**config.mk**
```make
export PLATFORM = sky130hd
export DESIGN_NAME = uhie_irq_ctrl
export DESIGN_NICKNAME = d
export VERILOG_FILES = /design/src/rtl/uhie_pkg.sv /design/src/rtl/uhie_irq_ctrl.sv
export SDC_FILE = /design/constraint.sdc
export NUM_CORES = 1
export LEC_CHECK = 0
export BUFFER_PORTS_ARGS = -buffer_cell sky130_fd_sc_hd__buf_2
export CORE_MARGIN = 2
export CORE_UTILIZATION = 40
export CTS_BUF_LIST = sky130_fd_sc_hd__clkbuf_8
export DETAILED_ROUTE_END_ITERATION = 16
export GPL_TIMING_DRIVEN = 0
export PLACE_DENSITY_LB_ADDON = 0.25
export SYNTH_ARGS = -nofsm -noshare
export SYNTH_HDL_FRONTEND = slang
export SYNTH_SLANG_ARGS = --single-unit
```
**constraint.sdc**
```tcl
create_clock -name i_core_clk -period 3.7 [get_ports i_core_clk]
set_clock_uncertainty 0.2 [all_clocks]
set_input_delay 0.555 -clock i_core_clk [delete_from_list [all_inputs] [get_ports i_core_clk]]
set_output_delay 0.555 -clock i_core_clk [all_outputs]
set_load 0.02 [all_outputs]
```
**src/rtl/uhie_pkg.sv**
```systemverilog
package uhie_pkg;

    localparam int unsigned     UHIE_DATA_W      = 32;
    localparam int unsigned     UHIE_ADDR_W      = 8;

    // register byte offsets from the function's memory base
    localparam logic [7:0]      UHIE_OFS_STATUS  = 8'h0c;
    localparam logic [7:0]      UHIE_OFS_EN_SET  = 8'h10;
    localparam logic [7:0]      UHIE_OFS_EN_CLR  = 8'h14;

    // enable field positions
    localparam int unsigned     UHIE_BIT_MASTER  = 31;
    localparam int unsigned     UHIE_BIT_OWNER   = 30;
    localparam int unsigned     UHIE_BIT_ROOT    = 6;
    localparam int unsigned     UHIE_BIT_FRAMEWR = 5;
    localparam int unsigned     UHIE_BIT_FATAL   = 4;
    localparam int unsigned     UHIE_BIT_RESUME  = 3;
    localparam int unsigned     UHIE_BIT_FRBEGIN = 2;
    localparam int unsigned     UHIE_BIT_DONEQ   = 1;
    localparam int unsigned     UHIE_BIT_OVERRUN = 0;

    // implemented bits; everything else is reserved and reads zero
    localparam logic [31:0]     UHIE_EN_MASK     = 32'hc000_007f;
    localparam logic [31:0]     UHIE_EVT_MASK    = 32'h4000_007f;

    localparam logic [31:0]     UHIE_EN_RST      = 32'h0000_0000;
    localparam logic [31:0]     UHIE_STS_RST     = 32'h0000_0000;
    localparam logic [31:0]     UHIE_RD_RST      = 32'h0000_0000;

endpackage : uhie_pkg

```
**src/rtl/uhie_irq_ctrl.sv**
```systemverilog
`timescale 1ns/1ps
`default_nettype none

// How it works
// RULE1: the interrupt request is high only while an event flag, its enable and the master enable are all set.
// RULE2: writing the enable-set register ORs each 1 into the stored enables and leaves 0 positions alone.
// RULE3: reading the enable-set register returns the stored enables and changes nothing.
// RULE4: writing the enable-clear register clears each enable written as 1 and leaves 0 positions alone.
// RULE5: reading the enable-clear register returns the same stored enables as the enable-set register.
// RULE6: bit 31 is the master gate; while it is 0 no event raises the request.
// RULE7: bit 30 enables the ownership-change event in both enable registers.
// RULE8: bits 6, 5 and 4 enable root port change, frame count wrap and fatal system error.
// RULE9: bits 3 and 2 enable resume detection and frame begin.
// RULE10: bits 1 and 0 enable done-queue writeback and scheduling overrun.
// RULE11: software writes reserved bits 29 to 7 as zero in both enable registers.
// RULE12: the enable-clear register is one 32-bit word with the enable-set layout.
// RULE13: enable-set sits at offset 10h and enable-clear at offset 14h.
// RULE14: hardware sets event flags and never clears them; software clears them by writing 1 and cannot set them.
// RULE15: the request is a level recomputed every clock and all enables reset to zero.
module uhie_irq_ctrl
    import uhie_pkg::*;
(
    input  wire logic                   i_core_clk,
    input  wire logic                   i_sys_rst,
    input  wire logic                   i_reg_wr,
    input  wire logic                   i_reg_rd,
    input  wire logic [UHIE_ADDR_W-1:0] i_reg_addr,
    input  wire logic [UHIE_DATA_W-1:0] i_reg_wdata,
    input  wire logic [UHIE_DATA_W-1:0] i_event_pulse,
    output logic      [UHIE_DATA_W-1:0] o_reg_rdata,
    output logic      [UHIE_DATA_W-1:0] o_event_flags,
    output logic      [UHIE_DATA_W-1:0] o_irq_enables,
    output logic                        o_irq_req
);

    typedef struct packed {
        logic [31:0] en;
        logic [31:0] sts;
        logic [31:0] rdata;
        logic        irq;
    } uhie_state_t;

    uhie_state_t st_r;
    uhie_state_t st_nxt;

    logic        hit_sts;
    logic        hit_set;
    logic        hit_clr;
    logic [31:0] wmask;

    function automatic logic addr_is(input logic [UHIE_ADDR_W-1:0] a, input logic [7:0] ofs);
        addr_is = (a == ofs);
    endfunction : addr_is

    assign hit_sts = addr_is(i_reg_addr, UHIE_OFS_STATUS);
    assign hit_set = addr_is(i_reg_addr, UHIE_OFS_EN_SET);  // RULE13
    assign hit_clr = addr_is(i_reg_addr, UHIE_OFS_EN_CLR);  // RULE13
    // reserved bits are dropped even if software breaks its promise
    assign wmask   = i_reg_wdata & UHIE_EN_MASK;             // RULE11 RULE12

    always_comb begin
        st_nxt = st_r;
        if (i_reg_wr && hit_set) begin
            st_nxt.en = st_r.en | wmask;                     // RULE2
        end else if (i_reg_wr && hit_clr) begin
            st_nxt.en = st_r.en & ~wmask;                    // RULE4
        end
        // a flag cleared in the same cycle its event fires stays set
        if (i_reg_wr && hit_sts) begin
            st_nxt.sts = st_r.sts & ~(i_reg_wdata & UHIE_EVT_MASK);  // RULE14
        end
        st_nxt.sts = st_nxt.sts | (i_event_pulse & UHIE_EVT_MASK);   // RULE14
        st_nxt.rdata = UHIE_RD_RST;
        if (i_reg_rd) begin
            if (hit_set || hit_clr) begin
                st_nxt.rdata = st_r.en;                      // RULE3 RULE5
            end else if (hit_sts) begin
                st_nxt.rdata = st_r.sts;
            end
        end
        // computed from next state so the request never lags the flags
        st_nxt.irq = st_nxt.en[UHIE_BIT_MASTER]
                   && |(st_nxt.sts & st_nxt.en & UHIE_EVT_MASK);    // RULE1 RULE6 RULE7 RULE8 RULE9 RULE10 RULE15
    end

    always_ff @(posedge i_core_clk or posedge i_sys_rst) begin
        if (i_sys_rst) begin
            st_r.en    <= UHIE_EN_RST;                       // RULE15
            st_r.sts   <= UHIE_STS_RST;
            st_r.rdata <= UHIE_RD_RST;
            st_r.irq   <= 1'b0;
        end else begin
            st_r <= st_nxt;
        end
    end

    assign o_reg_rdata   = st_r.rdata;
    assign o_event_flags = st_r.sts;
    assign o_irq_enables = st_r.en;
    assign o_irq_req     = st_r.irq;

    a_irq_cause_match: assert property (@(posedge i_core_clk) disable iff (i_sys_rst) // RULE1
        o_irq_req == (st_r.en[31] && |(st_r.sts & st_r.en & UHIE_EVT_MASK)))
        else $error("request does not match flags and enables");

    a_master_gate_off: assert property (@(posedge i_core_clk) disable iff (i_sys_rst) // RULE6
        !st_r.en[31] |-> !o_irq_req)
        else $error("request raised with master gate off");

    a_owner_event_irq: assert property (@(posedge i_core_clk) disable iff (i_sys_rst) // RULE7
        (st_r.en[31] && st_r.en[30] && st_r.sts[30]) |-> o_irq_req)
        else $error("owner change event did not raise request");

    a_upper_events_irq: assert property (@(posedge i_core_clk) disable iff (i_sys_rst) // RULE8
        (st_r.en[31] && |(st_r.en[6:4] & st_r.sts[6:4])) |-> o_irq_req)
        else $error("event at bits 6..4 did not raise request");

    a_mid_events_irq: assert property (@(posedge i_core_clk) disable iff (i_sys_rst) // RULE9
        (st_r.en[31] && |(st_r.en[3:2] & st_r.sts[3:2])) |-> o_irq_req)
        else $error("event at bits 3..2 did not raise request");

    a_low_events_irq: assert property (@(posedge i_core_clk) disable iff (i_sys_rst) // RULE10
        (st_r.en[31] && |(st_r.en[1:0] & st_r.sts[1:0])) |-> o_irq_req)
        else $error("event at bits 1..0 did not raise request");

    a_set_write_or: assert property (@(posedge i_core_clk) disable iff (i_sys_rst) // RULE2
        (i_reg_wr && hit_set) |=> st_r.en == ($past(st_r.en) | ($past(i_reg_wdata) & UHIE_EN_MASK)))
        else $error("enable-set write did not OR in ones");

    a_clr_write_and: assert property (@(posedge i_core_clk) disable iff (i_sys_rst) // RULE4
        (i_reg_wr && hit_clr) |=> st_r.en == ($past(st_r.en) & ~$past(i_reg_wdata)))
        else $error("enable-clear write did not clear ones");

    a_set_read_back: assert property (@(posedge i_core_clk) disable iff (i_sys_rst) // RULE3
        (i_reg_rd && !i_reg_wr && hit_set) |=> (o_reg_rdata == $past(st_r.en)) && $stable(st_r.en))
        else $error("enable-set read wrong or disturbing");

    a_clr_read_back: assert property (@(posedge i_core_clk) disable iff (i_sys_rst) // RULE5
        (i_reg_rd && !i_reg_wr && hit_clr) |=> o_reg_rdata == $past(st_r.en))
        else $error("enable-clear read differs from enables");

    a_reserved_zero: assert property (@(posedge i_core_clk) disable iff (i_sys_rst) // RULE12
        (st_r.en & ~UHIE_EN_MASK) == 32'h0000_0000)
        else $error("reserved enable bit stored");

    a_event_sticky: assert property (@(posedge i_core_clk) disable iff (i_sys_rst) // RULE14
        (i_event_pulse[0] || (st_r.sts[0] && !(i_reg_wr && hit_sts && i_reg_wdata[0]))) |=> st_r.sts[0])
        else $error("event flag lost");

    a_flag_no_sw_set: assert property (@(posedge i_core_clk) disable iff (i_sys_rst) // RULE14
        (!st_r.sts[1] && !i_event_pulse[1]) |=> !st_r.sts[1])
        else $error("event flag set without event");

    // checked without disable so the edge that ends reset is covered
    a_reset_outputs_zero: assert property (@(posedge i_core_clk) // RULE15
        $fell(i_sys_rst) |->
            (o_irq_req == 1'b0) && (o_irq_enables == UHIE_EN_RST) && (o_reg_rdata == UHIE_RD_RST))
        else $error("outputs not at reset values after reset");

    a_rdata_idle_zero: assert property (@(posedge i_core_clk) disable iff (i_sys_rst) // RULE3
        !i_reg_rd |=> o_reg_rdata == UHIE_RD_RST)
        else $error("read data not zero outside a read");

    a_unmapped_read_zero: assert property (@(posedge i_core_clk) disable iff (i_sys_rst) // RULE13
        (i_reg_rd && !hit_sts && !hit_set && !hit_clr) |=> o_reg_rdata == UHIE_RD_RST)
        else $error("unmapped read returned data");

    a_unmapped_write_keep: assert property (@(posedge i_core_clk) disable iff (i_sys_rst) // RULE13
        (i_reg_wr && !hit_set && !hit_clr) |=> st_r.en == $past(st_r.en))
        else $error("enables changed by a write elsewhere");

    a_no_write_keep: assert property (@(posedge i_core_clk) disable iff (i_sys_rst) // RULE2 RULE4
        !i_reg_wr |=> st_r.en == $past(st_r.en))
        else $error("enables changed without a write");

    a_flag_read_back: assert property (@(posedge i_core_clk) disable iff (i_sys_rst) // RULE14
        (i_reg_rd && hit_sts) |=> o_reg_rdata == $past(st_r.sts))
        else $error("flag read differs from flags");

    a_both_reads_agree: assert property (@(posedge i_core_clk) disable iff (i_sys_rst) // RULE5
        (i_reg_rd && (hit_set || hit_clr)) |=> o_reg_rdata == $past(o_irq_enables))
        else $error("enable reads differ between the two offsets");

    a_master_clear_quiet: assert property (@(posedge i_core_clk) disable iff (i_sys_rst) // RULE6
        (i_reg_wr && hit_clr && i_reg_wdata[UHIE_BIT_MASTER]) |=> !o_irq_req)
        else $error("request stayed up after master gate cleared");

    a_master_fall_quiet: assert property (@(posedge i_core_clk) disable iff (i_sys_rst) // RULE6
        $fell(st_r.en[UHIE_BIT_MASTER]) |-> !o_irq_req)
        else $error("request up while master gate falls");

    a_no_cause_quiet: assert property (@(posedge i_core_clk) disable iff (i_sys_rst) // RULE1
        ((st_r.sts & st_r.en & UHIE_EVT_MASK) == 32'h0000_0000) |-> !o_irq_req)
        else $error("request raised with no enabled flag");

    a_flags_not_lost: assert property (@(posedge i_core_clk) disable iff (i_sys_rst) // RULE14
        !(i_reg_wr && hit_sts) |=> (st_r.sts & $past(st_r.sts)) == $past(st_r.sts))
        else $error("flag cleared without a software write");

    a_rsvd_flags_zero: assert property (@(posedge i_core_clk) disable iff (i_sys_rst) // RULE14
        (st_r.sts & ~UHIE_EVT_MASK) == 32'h0000_0000)
        else $error("reserved flag bit stored");

    a_clear_write_sts: assert property (@(posedge i_core_clk) disable iff (i_sys_rst) // RULE4
        (i_reg_wr && hit_clr) |=> st_r.sts == ($past(st_r.sts) | ($past(i_event_pulse) & UHIE_EVT_MASK)))
        else $error("enable-clear write disturbed flags");

    // one set of checks per bit, so a single broken lane cannot hide behind the others
    for (genvar g = 0; g < 32; g++) begin : g_lane
        if (UHIE_EN_MASK[g]) begin : g_en
            a_bit_en_set: assert property (@(posedge i_core_clk) disable iff (i_sys_rst) // RULE2
                (i_reg_wr && hit_set && i_reg_wdata[g]) |=> st_r.en[g])
                else $error("enable bit not set by a written one");

            a_bit_en_clear: assert property (@(posedge i_core_clk) disable iff (i_sys_rst) // RULE4
                (i_reg_wr && hit_clr && i_reg_wdata[g]) |=> !st_r.en[g])
                else $error("enable bit not cleared by a written one");

            a_bit_en_hold: assert property (@(posedge i_core_clk) disable iff (i_sys_rst) // RULE2 RULE4
                !(i_reg_wr && (hit_set || hit_clr) && i_reg_wdata[g]) |=> $stable(st_r.en[g]))
                else $error("enable bit changed by a written zero");

            a_bit_read_set: assert property (@(posedge i_core_clk) disable iff (i_sys_rst) // RULE3
                (i_reg_rd && hit_set) |=> o_reg_rdata[g] == $past(st_r.en[g]))
                else $error("enable-set read bit wrong");

            a_bit_read_clr: assert property (@(posedge i_core_clk) disable iff (i_sys_rst) // RULE5
                (i_reg_rd && hit_clr) |=> o_reg_rdata[g] == $past(st_r.en[g]))
                else $error("enable-clear read bit wrong");
        end else begin : g_rsvd
            a_bit_rsvd_en: assert property (@(posedge i_core_clk) disable iff (i_sys_rst) // RULE11 RULE12
                !st_r.en[g])
                else $error("reserved enable bit set");

            a_bit_rsvd_read: assert property (@(posedge i_core_clk) disable iff (i_sys_rst) // RULE11
                i_reg_rd |=> !o_reg_rdata[g])
                else $error("reserved bit read as one");
        end

        if (UHIE_EVT_MASK[g]) begin : g_evt
            // set beats clear: an event in the clear cycle must survive
            a_bit_set_wins: assert property (@(posedge i_core_clk) disable iff (i_sys_rst) // RULE14
                i_event_pulse[g] |=> st_r.sts[g])
                else $error("event pulse did not set its flag");

            a_bit_sw_clear: assert property (@(posedge i_core_clk) disable iff (i_sys_rst) // RULE14
                (i_reg_wr && hit_sts && i_reg_wdata[g] && !i_event_pulse[g]) |=> !st_r.sts[g])
                else $error("written one did not clear its flag");

            a_bit_no_set: assert property (@(posedge i_core_clk) disable iff (i_sys_rst) // RULE14
                (!st_r.sts[g] && !i_event_pulse[g]) |=> !st_r.sts[g])
                else $error("flag set without its event");

            a_bit_irq_raise: assert property (@(posedge i_core_clk) disable iff (i_sys_rst) // RULE1
                (st_r.en[UHIE_BIT_MASTER] && st_r.en[g] && st_r.sts[g]) |-> o_irq_req)
                else $error("enabled flag did not raise request");

            a_bit_irq_next: assert property (@(posedge i_core_clk) disable iff (i_sys_rst) // RULE15
                (st_r.en[UHIE_BIT_MASTER] && st_r.en[g] && i_event_pulse[g]
                    && !(i_reg_wr && hit_clr)) |=> o_irq_req)
                else $error("request lagged an enabled event");

            a_bit_gate_off: assert property (@(posedge i_core_clk) disable iff (i_sys_rst) // RULE6
                (!st_r.en[UHIE_BIT_MASTER] && st_r.sts[g]) |-> !o_irq_req)
                else $error("flag raised request with gate off");

            a_bit_masked_off: assert property (@(posedge i_core_clk) disable iff (i_sys_rst) // RULE1
                (st_r.sts == (32'h1 << g) && !st_r.en[g]) |-> !o_irq_req)
                else $error("masked flag raised request");
        end else begin : g_nevt
            a_bit_rsvd_flag: assert property (@(posedge i_core_clk) disable iff (i_sys_rst) // RULE14
                !st_r.sts[g])
                else $error("reserved flag bit set");
        end
    end

endmodule : uhie_irq_ctrl

`default_nettype wire

```
==> key figures, run 1 <==
Outcome
  – Status: complete, no violations

Synth
  – Mapped Area: between 0.0015 and 0.002 mm²
  – Sequential share of the synthesized area: 0.390
  – Synth cell types: 23
  – Post-synthesis mux area share: 0.0462
  – Top post-synthesis cells by area: dfrtp_1 (39%), buf_4 (30%), mux2i_1 (4.6%)
  – Combinational family with the most area after synthesis: buffers and inverters
  – Top cell type's share of synthesized area: 0.390
  – XOR/XNOR share of the synthesized area: 0
  – Synth Warn #: 0
  – Synth Area in Compound Gates: 0.0888
  – EDFF count, synth: 0
  – Top_reg_cell synth: dfrtp_1
  – Synth Instances: 180
  – Simple-Gate Fraction of Synth Area: 0.132
  – Top post-synthesis cells by count: buf_4 (70), dfrtp_1 (27), inv_1 (15), nor2_1 (11)
  – Count leader, synth: buf_4
  – Adder-cell share of the synthesized area: 0
  – FF+latch count, synth: 27
  – Async S/R FF share, synth: 1.00
  – Area leader, netlist: dfrtp_1
  – Syn_area_per_cell: 9.63 µm²

Critical path
  – CP startpoint: i_reg_addr[5]
  – CP Max Fanout: 10
  – WP buf/inv: 1
  – CP delay by family, top: simple AND/OR/NAND/NOR gates
  – CP max-delay cell: nor3_4
  – Critical path arrival: ~2.3 ns
  – R2r endpoint: o_irq_req
  – Setup crit end kind: flip-flop
  – Largest stage delay, worst path: 0.43 ns
  – Cells along the critical path: buf_2 -> nor3_4 -> nand4_2 -> nor3_1 -> o32ai_1 -> o41a_1
  – Startpoint types: primary input
  – Crit path kind: in -> reg
  – Worst path required time: 3.66 ns
  – R2R cell count: 3
  – Reg-to-Reg Start: o_event_flags[6]
  – Internal reg-to-reg setup slack: approximately 2.2 ns

Routing
  – Met1 wire length: between 1 and 1.5 mm
  – DRT Wirelength: ~3.8 mm
  – Top Layer Used: met4
  – Avg WL per Cell: 10.7 µm
  – DRT Pass-1 Iters: 4
  – DR vias: roughly 1400
  – Vias/cell: roughly 4.0
  – DRC: 0
  – ANT nets after route: 0
  – Initial DRC count: 57
  – Routed wl met2: between 1.5 and 2 mm
  – DR WL met3: around 500 µm

Final layout
  – Final core occ: 0.580
  – Ant diodes: 0
  – Register area: just under 700 µm²
  – Filler cells: approximately 390
  – Area of the multi-input gates: just over 700 µm²
  – Final #Nets: approximately 380
  – Fraction of layout cells with a size suffix above 1: 0.430
  – Synthesis-to-layout area growth: 36.8%

Min path
  – Hold Path Class: in -> async

Clock tree
  – Post-CTS Resized: 0
  – Clock sinks: 27
  – Number of setup buffers added after CTS: 0
  – Clock Latency Late Sink: between 0.2 and 0.3 ns
  – # hold bufs at CTS: 0
  – Root buffer cell: clkbuf_8
  – Clock transition at path regs: 0.09 ns
  – Longest Clk Path Bufs: 2
  – Total CTS buffers: 3
  – CTS H-Tree Depth: 1
  – TritonCTS clock tree: yes

Power and ir drop
  – P per Cell Area: between 200 and 300 mW/mm²
  – Clock group share of total power: 0.254
  – Sw Ratio: 0.313
  – Pint: approximately 450 µW
  – Switch Pwr: approximately 200 µW
  – Static Leak: 1.48 nW
  – Worst vdd ir: roughly 0.13 mV
  – Sequential share of power: 0.466
  – Combinational share of power: 0.281

Global routing
  – Initial antenna violation count: 0
  – Largest net degree at the start of global routing: 28
  – GRT Total Usage: 0.152
  – Number of global-route vias before repair: 1304
  – GRT overflow: 0
  – First-pass GRT wire length: ~6.0 mm

STA
  – FMAX: around 420 MHz
  – Slew @ Worst Pin: roughly 1 ns
  – RSZ-0062 raised after global routing: no
  – Final clock period utilization by the worst path: 0.640
  – Final hold violations: 0
  – Total negative slack: 0 ns
  – Setup Viol. Count Final: 0
  – Rel. slew slack: 0.340
  – Tmin final: roughly 2.4 ns
  – Max-slew violation count: 0

Die
  – Die area: 0.00487 mm²
  – Height of the die: between 60 and 70 µm
  – Die X: ~70 µm
  – Core Area: ~0.0041 mm²
  – Top-level I/O count: 173
  – Floorplan row count: 23
  – Initial Utilization: 0.424

Placed design
  – GP Congestion: about 0.73
  – I/O Buffers: 54
  – HPWL Detailed: 3.04 mm

Flow run
  – Max-cap violations: 0
==> routing by layer <==
layer	vias up	global-route usage
met5	-	0
met4	0	0.0449
met3	4	0.0480
met2	96	0.256
met1	622	0.184
li1	722	-
==> per-stage QoR <==
stage | hold slack [ns] | instance area (µm²) | total power, mW | setup WS (ns) | cells
3_5_place_dp | 0.312 | 2320 | 0.490 | 1.04 | 353
2_1_floorplan | 0.408 | 1990 | 0.458 | 1.54 | 249
6_report | 0.298 | 2370 | 0.653 | 1.33 | 357
3_3_place_gp | 0.296 | 2320 | 0.489 | 1.05 | 353
4_1_cts | 0.310 | 2370 | 0.654 | 1.34 | 357
5_1_grt | 0.319 | 2370 | 0.685 | 1.21 | 357
==> worst max-delay path by stage <==
stage / end / cells past startpoint
3_3_place_gp: o_irq_req / 6
5_1_grt: o_irq_req / 6
6_report: o_irq_req / 6
2_1_floorplan: o_irq_req / 5
4_1_cts: o_irq_req / 6
3_5_place_dp: o_irq_req / 6
==> kinds of logic (layout without fill, tap and decap cells) <==
kind of cell,count (synthesis),after routing
compound gates,19,19
buf+inv,87,145
flops,27,27
mux,8,8
other cells,1,70
simple gates,38,38
==> sequential cells by signal, indices dropped and copies added (netlist names) <==
register       flops
o_irq_req          1
o_irq_enables      9
o_event_flags      8
o_reg_rdata        9
==> power by group through the flow <==
stage	sequential, mW	clock (mW)	combinational, mW
after floorplan	0.316	0	0.142
after global placement	0.310	0	0.180
after detailed placement	0.310	0	0.180
after CTS	0.304	0.170	0.180
after global routing	0.305	0.183	0.198
final	0.304	0.166	0.183
==> placed cells by master, fill, tap and decap left out, types with 3 or more instances in the layout <==
cell type / instances
dfrtp_1: 27
a22o_1: 8
buf_2: 55
inv_1: 15
mux2i_1: 8
o22ai_1: 4
nand3b_1: 4
conb_1: 70
nand4_1: 8
nand2_1: 6
nor3_1: 4
buf_4: 70
nor2_1: 11
clkbuf_8: 3
o32ai_1: 4
==> worst reg2reg max path, stage by stage, from the launching register on <==
cell     delay [ns]
dfrtp_1        0.40
o22ai_1        0.24
o32ai_1        0.15
o41a_1         0.41
==> final cells by class <==
class,count,area share
clock inverters,1,0.00211
inverters,15,0.0237
clock buffers,3,0.0174
flip-flops and latches,27,0.285
repair buffers,54,0.114
multi-input cells,135,0.306
plain buffers,72,0.225
well taps,50,0.0264
Power figures use the tool's default switching activity.
==> run 2, diff against run 1 <==
--- a/config.mk
+++ b/config.mk
@@ -5,6 +5,7 @@
 export SDC_FILE = /design/constraint.sdc
 export NUM_CORES = 1
 export LEC_CHECK = 0
+export ABC_AREA = 1
 export BUFFER_PORTS_ARGS = -buffer_cell sky130_fd_sc_hd__buf_2
 export CORE_MARGIN = 2
 export CORE_UTILIZATION = 40
==> constraint.sdc (replaced) <==
create_clock -name i_core_clk -period 2.4 [get_ports i_core_clk]
set_clock_uncertainty 0.2 [all_clocks]
set_input_delay 0.36 -clock i_core_clk [delete_from_list [all_inputs] [get_ports i_core_clk]]
set_output_delay 0.36 -clock i_core_clk [all_outputs]
set_load 0.02 [all_outputs]
==> key figures, run 2 <==
Clock tree
  – Clock Latency Late Sink: 0.28 ns (about the same)
  – TritonCTS clock tree: yes
  – Longest Clk Path Bufs: 2 (unchanged)
  – CTS H-Tree Depth: 1 (unchanged)
  – Total CTS buffers: 3 (unchanged)
  – Clock transition at path regs: 0.10 ns (about the same)
  – Root buffer cell: clkbuf_8
  – # hold bufs at CTS: 0 (unchanged)
  – Number of setup buffers added after CTS: 0 (unchanged)
  – Clock sinks: 27 (unchanged)
  – Post-CTS Resized: 0 (unchanged)

STA
  – Tmin final: ~1.7 ns
  – Slew @ Worst Pin: 1.02 ns (+0.0285 ns)
  – Rel. slew slack: 0.321 (-0.0190)
  – Total negative slack: 0 ns (unchanged)
  – Max-slew violation count: 0 (unchanged)
  – Final clock period utilization by the worst path: 0.689
  – Final hold violations: 0 (unchanged)
  – RSZ-0062 raised after global routing: no
  – FMAX: between 600 and 700 MHz
  – Final Worst Setup Slack: 0.745 ns (-0.587 ns)
  – WHS: 0.0973 ns (-0.201 ns)
  – Setup Viol. Count Final: 0 (unchanged)

Critical path
  – Cells along the critical path: buf_2 -> nor2_2 -> nand2_2 -> nor2_8 -> nand2_4 -> nand2_1 -> nand3b_1 -> nand2_1 -> nand2_1 -> nor2_2 -> a21oi_2
  – Startpoint types: primary input
  – Setup crit end kind: flip-flop
  – CP Max Fanout: 10 (unchanged)
  – R2R cell count: 8 (+5)
  – Worst path required time: 2.35 ns (-1.31 ns)
  – Critical path arrival: 1.61 ns (-0.72 ns)
  – Largest stage delay, worst path: 0.22 ns (-0.21 ns)
  – Crit path kind: in -> reg
  – Worst path most repeated cell: nand2_1
  – Reg-to-Reg Start: o_event_flags[2]
  – Internal reg-to-reg setup slack: 1.03 ns (-1.16 ns)
  – CP max-delay cell: nor2_8
  – R2r endpoint: o_irq_req

Synth
  – Synth Instances: 254 (+41%)
  – Syn_area_per_cell: 7.98 µm² (-17%)
  – Synth cell types: 21 (-8.7%)
  – Mapped Area: 0.00203 mm² (+17%)
  – Synth Warn #: 0 (unchanged)
  – Top post-synthesis cells by count: buf_4 (70), nand2_1 (35), inv_1 (31), dfrtp_1 (27), nand3_1 (26)
  – Top cell type's share of synthesized area: 0.334 (-0.0564)
  – Area leader, netlist: dfrtp_1
  – FF+latch count, synth: 27 (unchanged)
  – Count leader, synth: buf_4
  – Top post-synthesis cells by area: dfrtp_1 (33%), buf_4 (26%), nand2_1 (6.5%)
  – EDFF count, synth: 0 (unchanged)
  – Async S/R FF share, synth: 1.00 (unchanged)
  – Sequential share of the synthesized area: 0.334 (-0.0564)
  – Top_reg_cell synth: dfrtp_1

Routing
  – DRT Wirelength: 4.44 mm (+16%)
  – Initial DRC count: 47 (-18%)
  – DR vias: 1758 (+22%)
  – DRT Pass-1 Iters: 4 (unchanged)
  – ANT nets after route: 0 (unchanged)
  – Avg WL per Cell: 9.91 µm (-7.6%)
  – DRC: 0 (unchanged)
  – Vias/cell: 3.92 (-3.0%)

Placed design
  – GP Congestion: 0.787 (+8.0%)
  – Number of instances in the placed design: 444 (+26%)
  – HPWL Detailed: 3.59 mm (+18%)
  – Pre-CTS setup slack: 0.468 ns (-0.576 ns)
  – I/O Buffers: 54 (unchanged)
  – Post-DP Area: 0.00264 mm² (+14%)

Flow run
  – Max-cap violations: 0 (unchanged)

Final layout
  – Final #Nets: 458 (+19%)
  – Synthesis-to-layout area growth: 32.6%
  – Ant diodes: 0 (unchanged)
  – Most frequent cells in the layout: buf_4 (70), conb_1 (70), buf_2 (57)
  – Post-Layout Cell Count: 448 (+25%)
  – Final core occ: 0.557 (-0.0228)
  – Finished Cell Area: 0.00269 mm² (+13%)
  – Fraction of layout cells with a size suffix above 1: 0.407 (-0.0231)

Die
  – Top-level I/O count: 173 (unchanged)
  – Initial Utilization: 0.421 (-0.00355)
  – Die area: 0.00565 mm² (+16%)
  – Floorplan row count: 25 (+8.7%)
  – Core Area: 0.00482 mm² (+18%)
  – Die X: 75.2 µm (+7.7%)
  – Height of the die: 75.2 µm (+7.7%)

Global routing
  – First-pass GRT wire length: 6.73 mm (+12%)
  – Largest net degree at the start of global routing: 28 (unchanged)
  – Number of global-route vias before repair: 1511 (+16%)
  – GRT Total Usage: 0.155 (+0.00362)
  – GRT overflow: 0 (unchanged)
  – Met3 GRT Util: 0.0402 (-0.00780)
  – Initial antenna violation count: 0 (unchanged)
  – GR peak layer: met2
  – Met2 GRT Util: 0.273 (+0.0168)
  – Met1 GRT Util: 0.199 (+0.0144)

Power and ir drop
  – P per Cell Area: 387 mW/mm² (+40%)
  – Worst vdd ir: 0.244 mV (+82%)
  – Static Leak: 1.70 nW (+15%)
  – Total power: 1.04 mW (+59%)

Min path
  – Worst hold endpoint: o_event_flags[0]
  – Hold Path Class: in -> reg
  – Worst Hold Launch: i_event_pulse[0]
  – Worst hold stages: 2

Outcome
  – Status: complete, no violations
run 2: changes by cell type after synthesis, moves of 7 or more:
cell | previous run | this run
nand4_1 | 8 | 1
nand3_1 | 0 | 26
nand2_1 | 6 | 35
mux2i_1 | 8 | 0
inv_1 | 15 | 31
nand3_2 | 0 | 10
nor2_1 | 11 | 21
a22o_1 | 8 | 0
run 2: where the power goes:
| group | internal (mW) | switching (mW) | total [mW] | leakage [nW] |
|---|---|---|---|---|
| Sequential | 0.463 | 0.00635 | 0.469 | 0.334 |
| Clock | 0.116 | 0.142 | 0.258 | 0.0255 |
| Combinational | 0.120 | 0.191 | 0.310 | 1.34 |
| Total | 0.699 | 0.339 | 1.04 | 1.70 |
run 2: logic make-up (layout without fill, tap and decap cells):
| kind of cell | count (synthesis) | after routing | share of synthesized area |
|---|---|---|---|
| AO/OA/AOI/OAI | 11 | 11 | 0.0469 |
| AND/OR/NAND/NOR | 111 | 111 | 0.293 |
| flip-flops | 27 | 27 | 0.334 |
| buffers and inverters | 104 | 162 | 0.324 |
| other | 1 | 70 | 0.00185 |
run 2: worst max-delay path, delay by kind of cell:
family                 cells  cell delay [ns]
AND/OR/NAND/NOR            9             1.06
AO/OA/AOI/OAI              1             0.06
buffers and inverters      1             0.13
run 2: layout make-up:
cell class | instances | area, µm²
clock inverter | 1 | 5.00
tap | 67 | 83.8
timing repair buffer | 54 | 270
buffer | 73 | 541
fill | 487 | 2130
multi-input combinational | 192 | 952
inverter | 31 | 116
sequential | 27 | 676
clock buffer | 3 | 41.3
run 2: worst max path at each step:
| stage | start | to | slack, ns | depth (start not counted) |
|---|---|---|---|---|
| final | i_reg_addr[5] | o_irq_req | 0.75 | 11 |
| after global routing | i_reg_addr[7] | o_irq_req | 0.61 | 11 |
| after CTS | i_reg_addr[1] | o_irq_enables[31] | 0.76 | 8 |
| after detailed placement | i_reg_addr[1] | o_irq_enables[31] | 0.47 | 8 |
| after global placement | i_reg_addr[7] | o_irq_req | 0.48 | 11 |
| after floorplan | i_reg_addr[1] | o_irq_enables[31] | 0.79 | 7 |
run 2: layer usage:
metal / vias to the layer above / wire, µm
met5: - / 0
met1: 756 / 1850
met2: 80 / 2210
met4: 0 / 9
met3: 2 / 372
li1: 920 / -
==> run 3, diff against run 2 <==
--- a/config.mk
+++ b/config.mk
@@ -5,10 +5,10 @@
 export SDC_FILE = /design/constraint.sdc
 export NUM_CORES = 1
 export LEC_CHECK = 0
-export ABC_AREA = 1
+export ABC_AREA = 0
 export BUFFER_PORTS_ARGS = -buffer_cell sky130_fd_sc_hd__buf_2
 export CORE_MARGIN = 2
-export CORE_UTILIZATION = 40
+export CORE_UTILIZATION = 37
 export CTS_BUF_LIST = sky130_fd_sc_hd__clkbuf_8
 export DETAILED_ROUTE_END_ITERATION = 16
 export GPL_TIMING_DRIVEN = 0
==> constraint.sdc (replaced) <==
create_clock -name i_core_clk -period 1.53 [get_ports i_core_clk]
set_clock_uncertainty 0.2 [all_clocks]
set_input_delay 0.2295 -clock i_core_clk [delete_from_list [all_inputs] [get_ports i_core_clk]]
set_output_delay 0.2295 -clock i_core_clk [all_outputs]
set_load 0.02 [all_outputs]
==> key figures, run 3 (synthesis results as in run 1) <==
Clock tree
  – Clock transition at path regs: 0.09 ns (about the same)
  – Clock sinks: 27 (unchanged)
  – CTS H-Tree Depth: 1 (unchanged)
  – Total CTS buffers: 3 (unchanged)
  – Root buffer cell: clkbuf_8
  – Clock Latency Late Sink: 0.26 ns (-0.02 ns)
  – # hold bufs at CTS: 0 (unchanged)
  – TritonCTS clock tree: yes
  – Longest Clk Path Bufs: 2 (unchanged)

STA
  – Setup Viol. Count Final: 9 (+9)
  – Rel. slew slack: 0.325 (+0.00449)
  – Max-slew violation count: 0 (unchanged)
  – Slew @ Worst Pin: 1.01 ns (-0.00673 ns)
  – Tmin final: 1.72 ns
  – Final hold violations: 21 (+21)
  – WHS: -0.00758 ns (-0.105 ns)
  – Final Worst Setup Slack: -0.188 ns (-0.934 ns)
  – RSZ-0062 raised after global routing: yes
  – Final clock period utilization by the worst path: 1.12
  – FMAX: a little under 600 MHz

Global routing
  – Initial antenna violation count: 0 (unchanged)
  – Number of global-route vias before repair: 1263 (-16%)
  – First-pass GRT wire length: 5.58 mm (-17%)
  – GRT Total Usage: 0.132 (-0.0227)
  – Largest net degree at the start of global routing: 28 (unchanged)
  – GRT overflow: 0 (unchanged)

Power and ir drop
  – Worst vdd ir: 0.279 mV (+14%)
  – Static Leak: 1.51 nW (-11%)
  – P per Cell Area: 647 mW/mm² (+67%)
  – Total power: 1.58 mW (+52%)

Outcome
  – Status: finished with violations
  – Failing checks: hold timing, setup timing

Routing
  – DR vias: 1409 (-20%)
  – Avg WL per Cell: 10.1 µm (+2.1%)
  – Initial DRC count: 70 (+49%)
  – DRT Wirelength: 3.69 mm (-17%)
  – DRT Pass-1 Iters: 4 (unchanged)
  – Vias/cell: 3.86 (-1.6%)
  – ANT nets after route: 0 (unchanged)
  – DRC: 0 (unchanged)

Critical path
  – Crit path kind: in -> reg
  – Startpoint types: primary input
  – Setup crit end kind: flip-flop
  – Critical path arrival: 1.67 ns (+0.06 ns)
  – Worst path required time: 1.48 ns (-0.87 ns)
  – Largest stage delay, worst path: 0.41 ns (+0.19 ns)
  – Cells along the critical path: buf_2 -> nor4b_4 -> buf_6 -> nand4_1 -> mux2i_1 -> o32ai_1 -> o41a_1
  – CP Max Fanout: 9 (-1)
  – CP max-delay cell: o41a_1

Final layout
  – Fraction of layout cells with a size suffix above 1: 0.444 (+0.0373)
  – Commonest non-fill, non-tap cell in the layout: buf_4
  – Synthesis-to-layout area growth: 40.7%
  – Ant diodes: 0 (unchanged)
  – Final #Nets: 390 (-15%)
  – Filler cells: 403 (-17%)
  – Most frequent cells in the layout: buf_4 (75), conb_1 (70), buf_2 (56)

Flow run
  – Max-cap violations: 0 (unchanged)

Die
  – Die area: 0.00525 mm² (-7.1%)
  – Die X: 72.4 µm (-3.6%)
  – Height of the die: 72.4 µm (-3.6%)
  – Top-level I/O count: 173 (unchanged)
  – Floorplan row count: 24 (-4.0%)
  – Core Area: 0.00444 mm² (-7.7%)
  – Initial Utilization: 0.390 (-0.0306)

Placed design
  – HPWL Detailed: 2.93 mm (-18%)
  – GP Congestion: 0.793 (+0.79%)
  – I/O Buffers: 54 (unchanged)
  – Pre-CTS setup slack: -0.685 ns (-1.15 ns)

Min path
  – Hold Path Class: in -> async
-- run 3: path summary, 6_finish.rpt --
| path | startpoint | slack, ns | cells past startpoint | endpoint |
|---|---|---|---|---|
| min | i_sys_rst | -0.008 | 2 | o_reg_rdata[31] |
| min reg2reg | o_event_flags[30] | 0.33 | 1 | o_reg_rdata[30] |
| max in group asynchronous | i_sys_rst | 0.53 | 2 | o_irq_req |
| min in group i_core_clk | i_event_pulse[2] | 0.01 | 3 | o_event_flags[2] |
| max | i_reg_addr[1] | -0.19 | 7 | o_irq_req |
| max reg2reg | o_event_flags[6] | 0.04 | 3 | o_irq_req |
-- run 3: layout make-up --
class	count	area [µm²]	area share
buffer	72	536	0.220
clock buffer	3	41.3	0.0169
clock inverter	1	3.75	0.00154
inverter	15	56.3	0.0231
multi-input combinational	135	742	0.304
sequential	27	676	0.277
tap	52	65.1	0.0267
timing repair buffer	60	319	0.131
-- run 3: through the flow --
step	util	TNS (ns)	hold WS [ns]	instance area, µm²	cells
after floorplan	-	-0.394	0.0822	2000	249
after global placement	0.526	-9.13	0.279	2340	355
after detailed placement	0.526	-9.23	0.284	2340	355
after CTS	0.546	-1.04	0.00582	2430	364
after global routing	0.549	-1.69	0.00886	2440	365
final	0.549	-1.01	-0.00758	2440	365
-- run 3: what timing repair did --
action                                  CTS  global route
gates resized for setup                   2             1
cloned                                    0             0
pin swaps                                 2             0
setup buffers                             5             1
endpoints found under the setup margin   10            10
-- run 3: worst max-delay path: cells and delay by family --
kind	cells	cell delay, ns
multiplexers	1	0.21
buffers and inverters	2	0.29
AO/OA/AOI/OAI	2	0.54
AND/OR/NAND/NOR	2	0.39
-- run 3: report_power, final --
group | switching, mW | internal, mW
combinational | 0.271 | 0.183
clock | 0.208 | 0.179
sequential | 0.00954 | 0.726
total | 0.489 | 1.09
-- run 3: layer usage --
layer  GRT usage  routed length [µm]  vias to the layer above
met5           0                   0                        -
met4      0.0247                   8                        0
met3      0.0347                 391                        2
met2       0.241                1760                       75
met1       0.158                1540                      601
li1            -                   -                      731
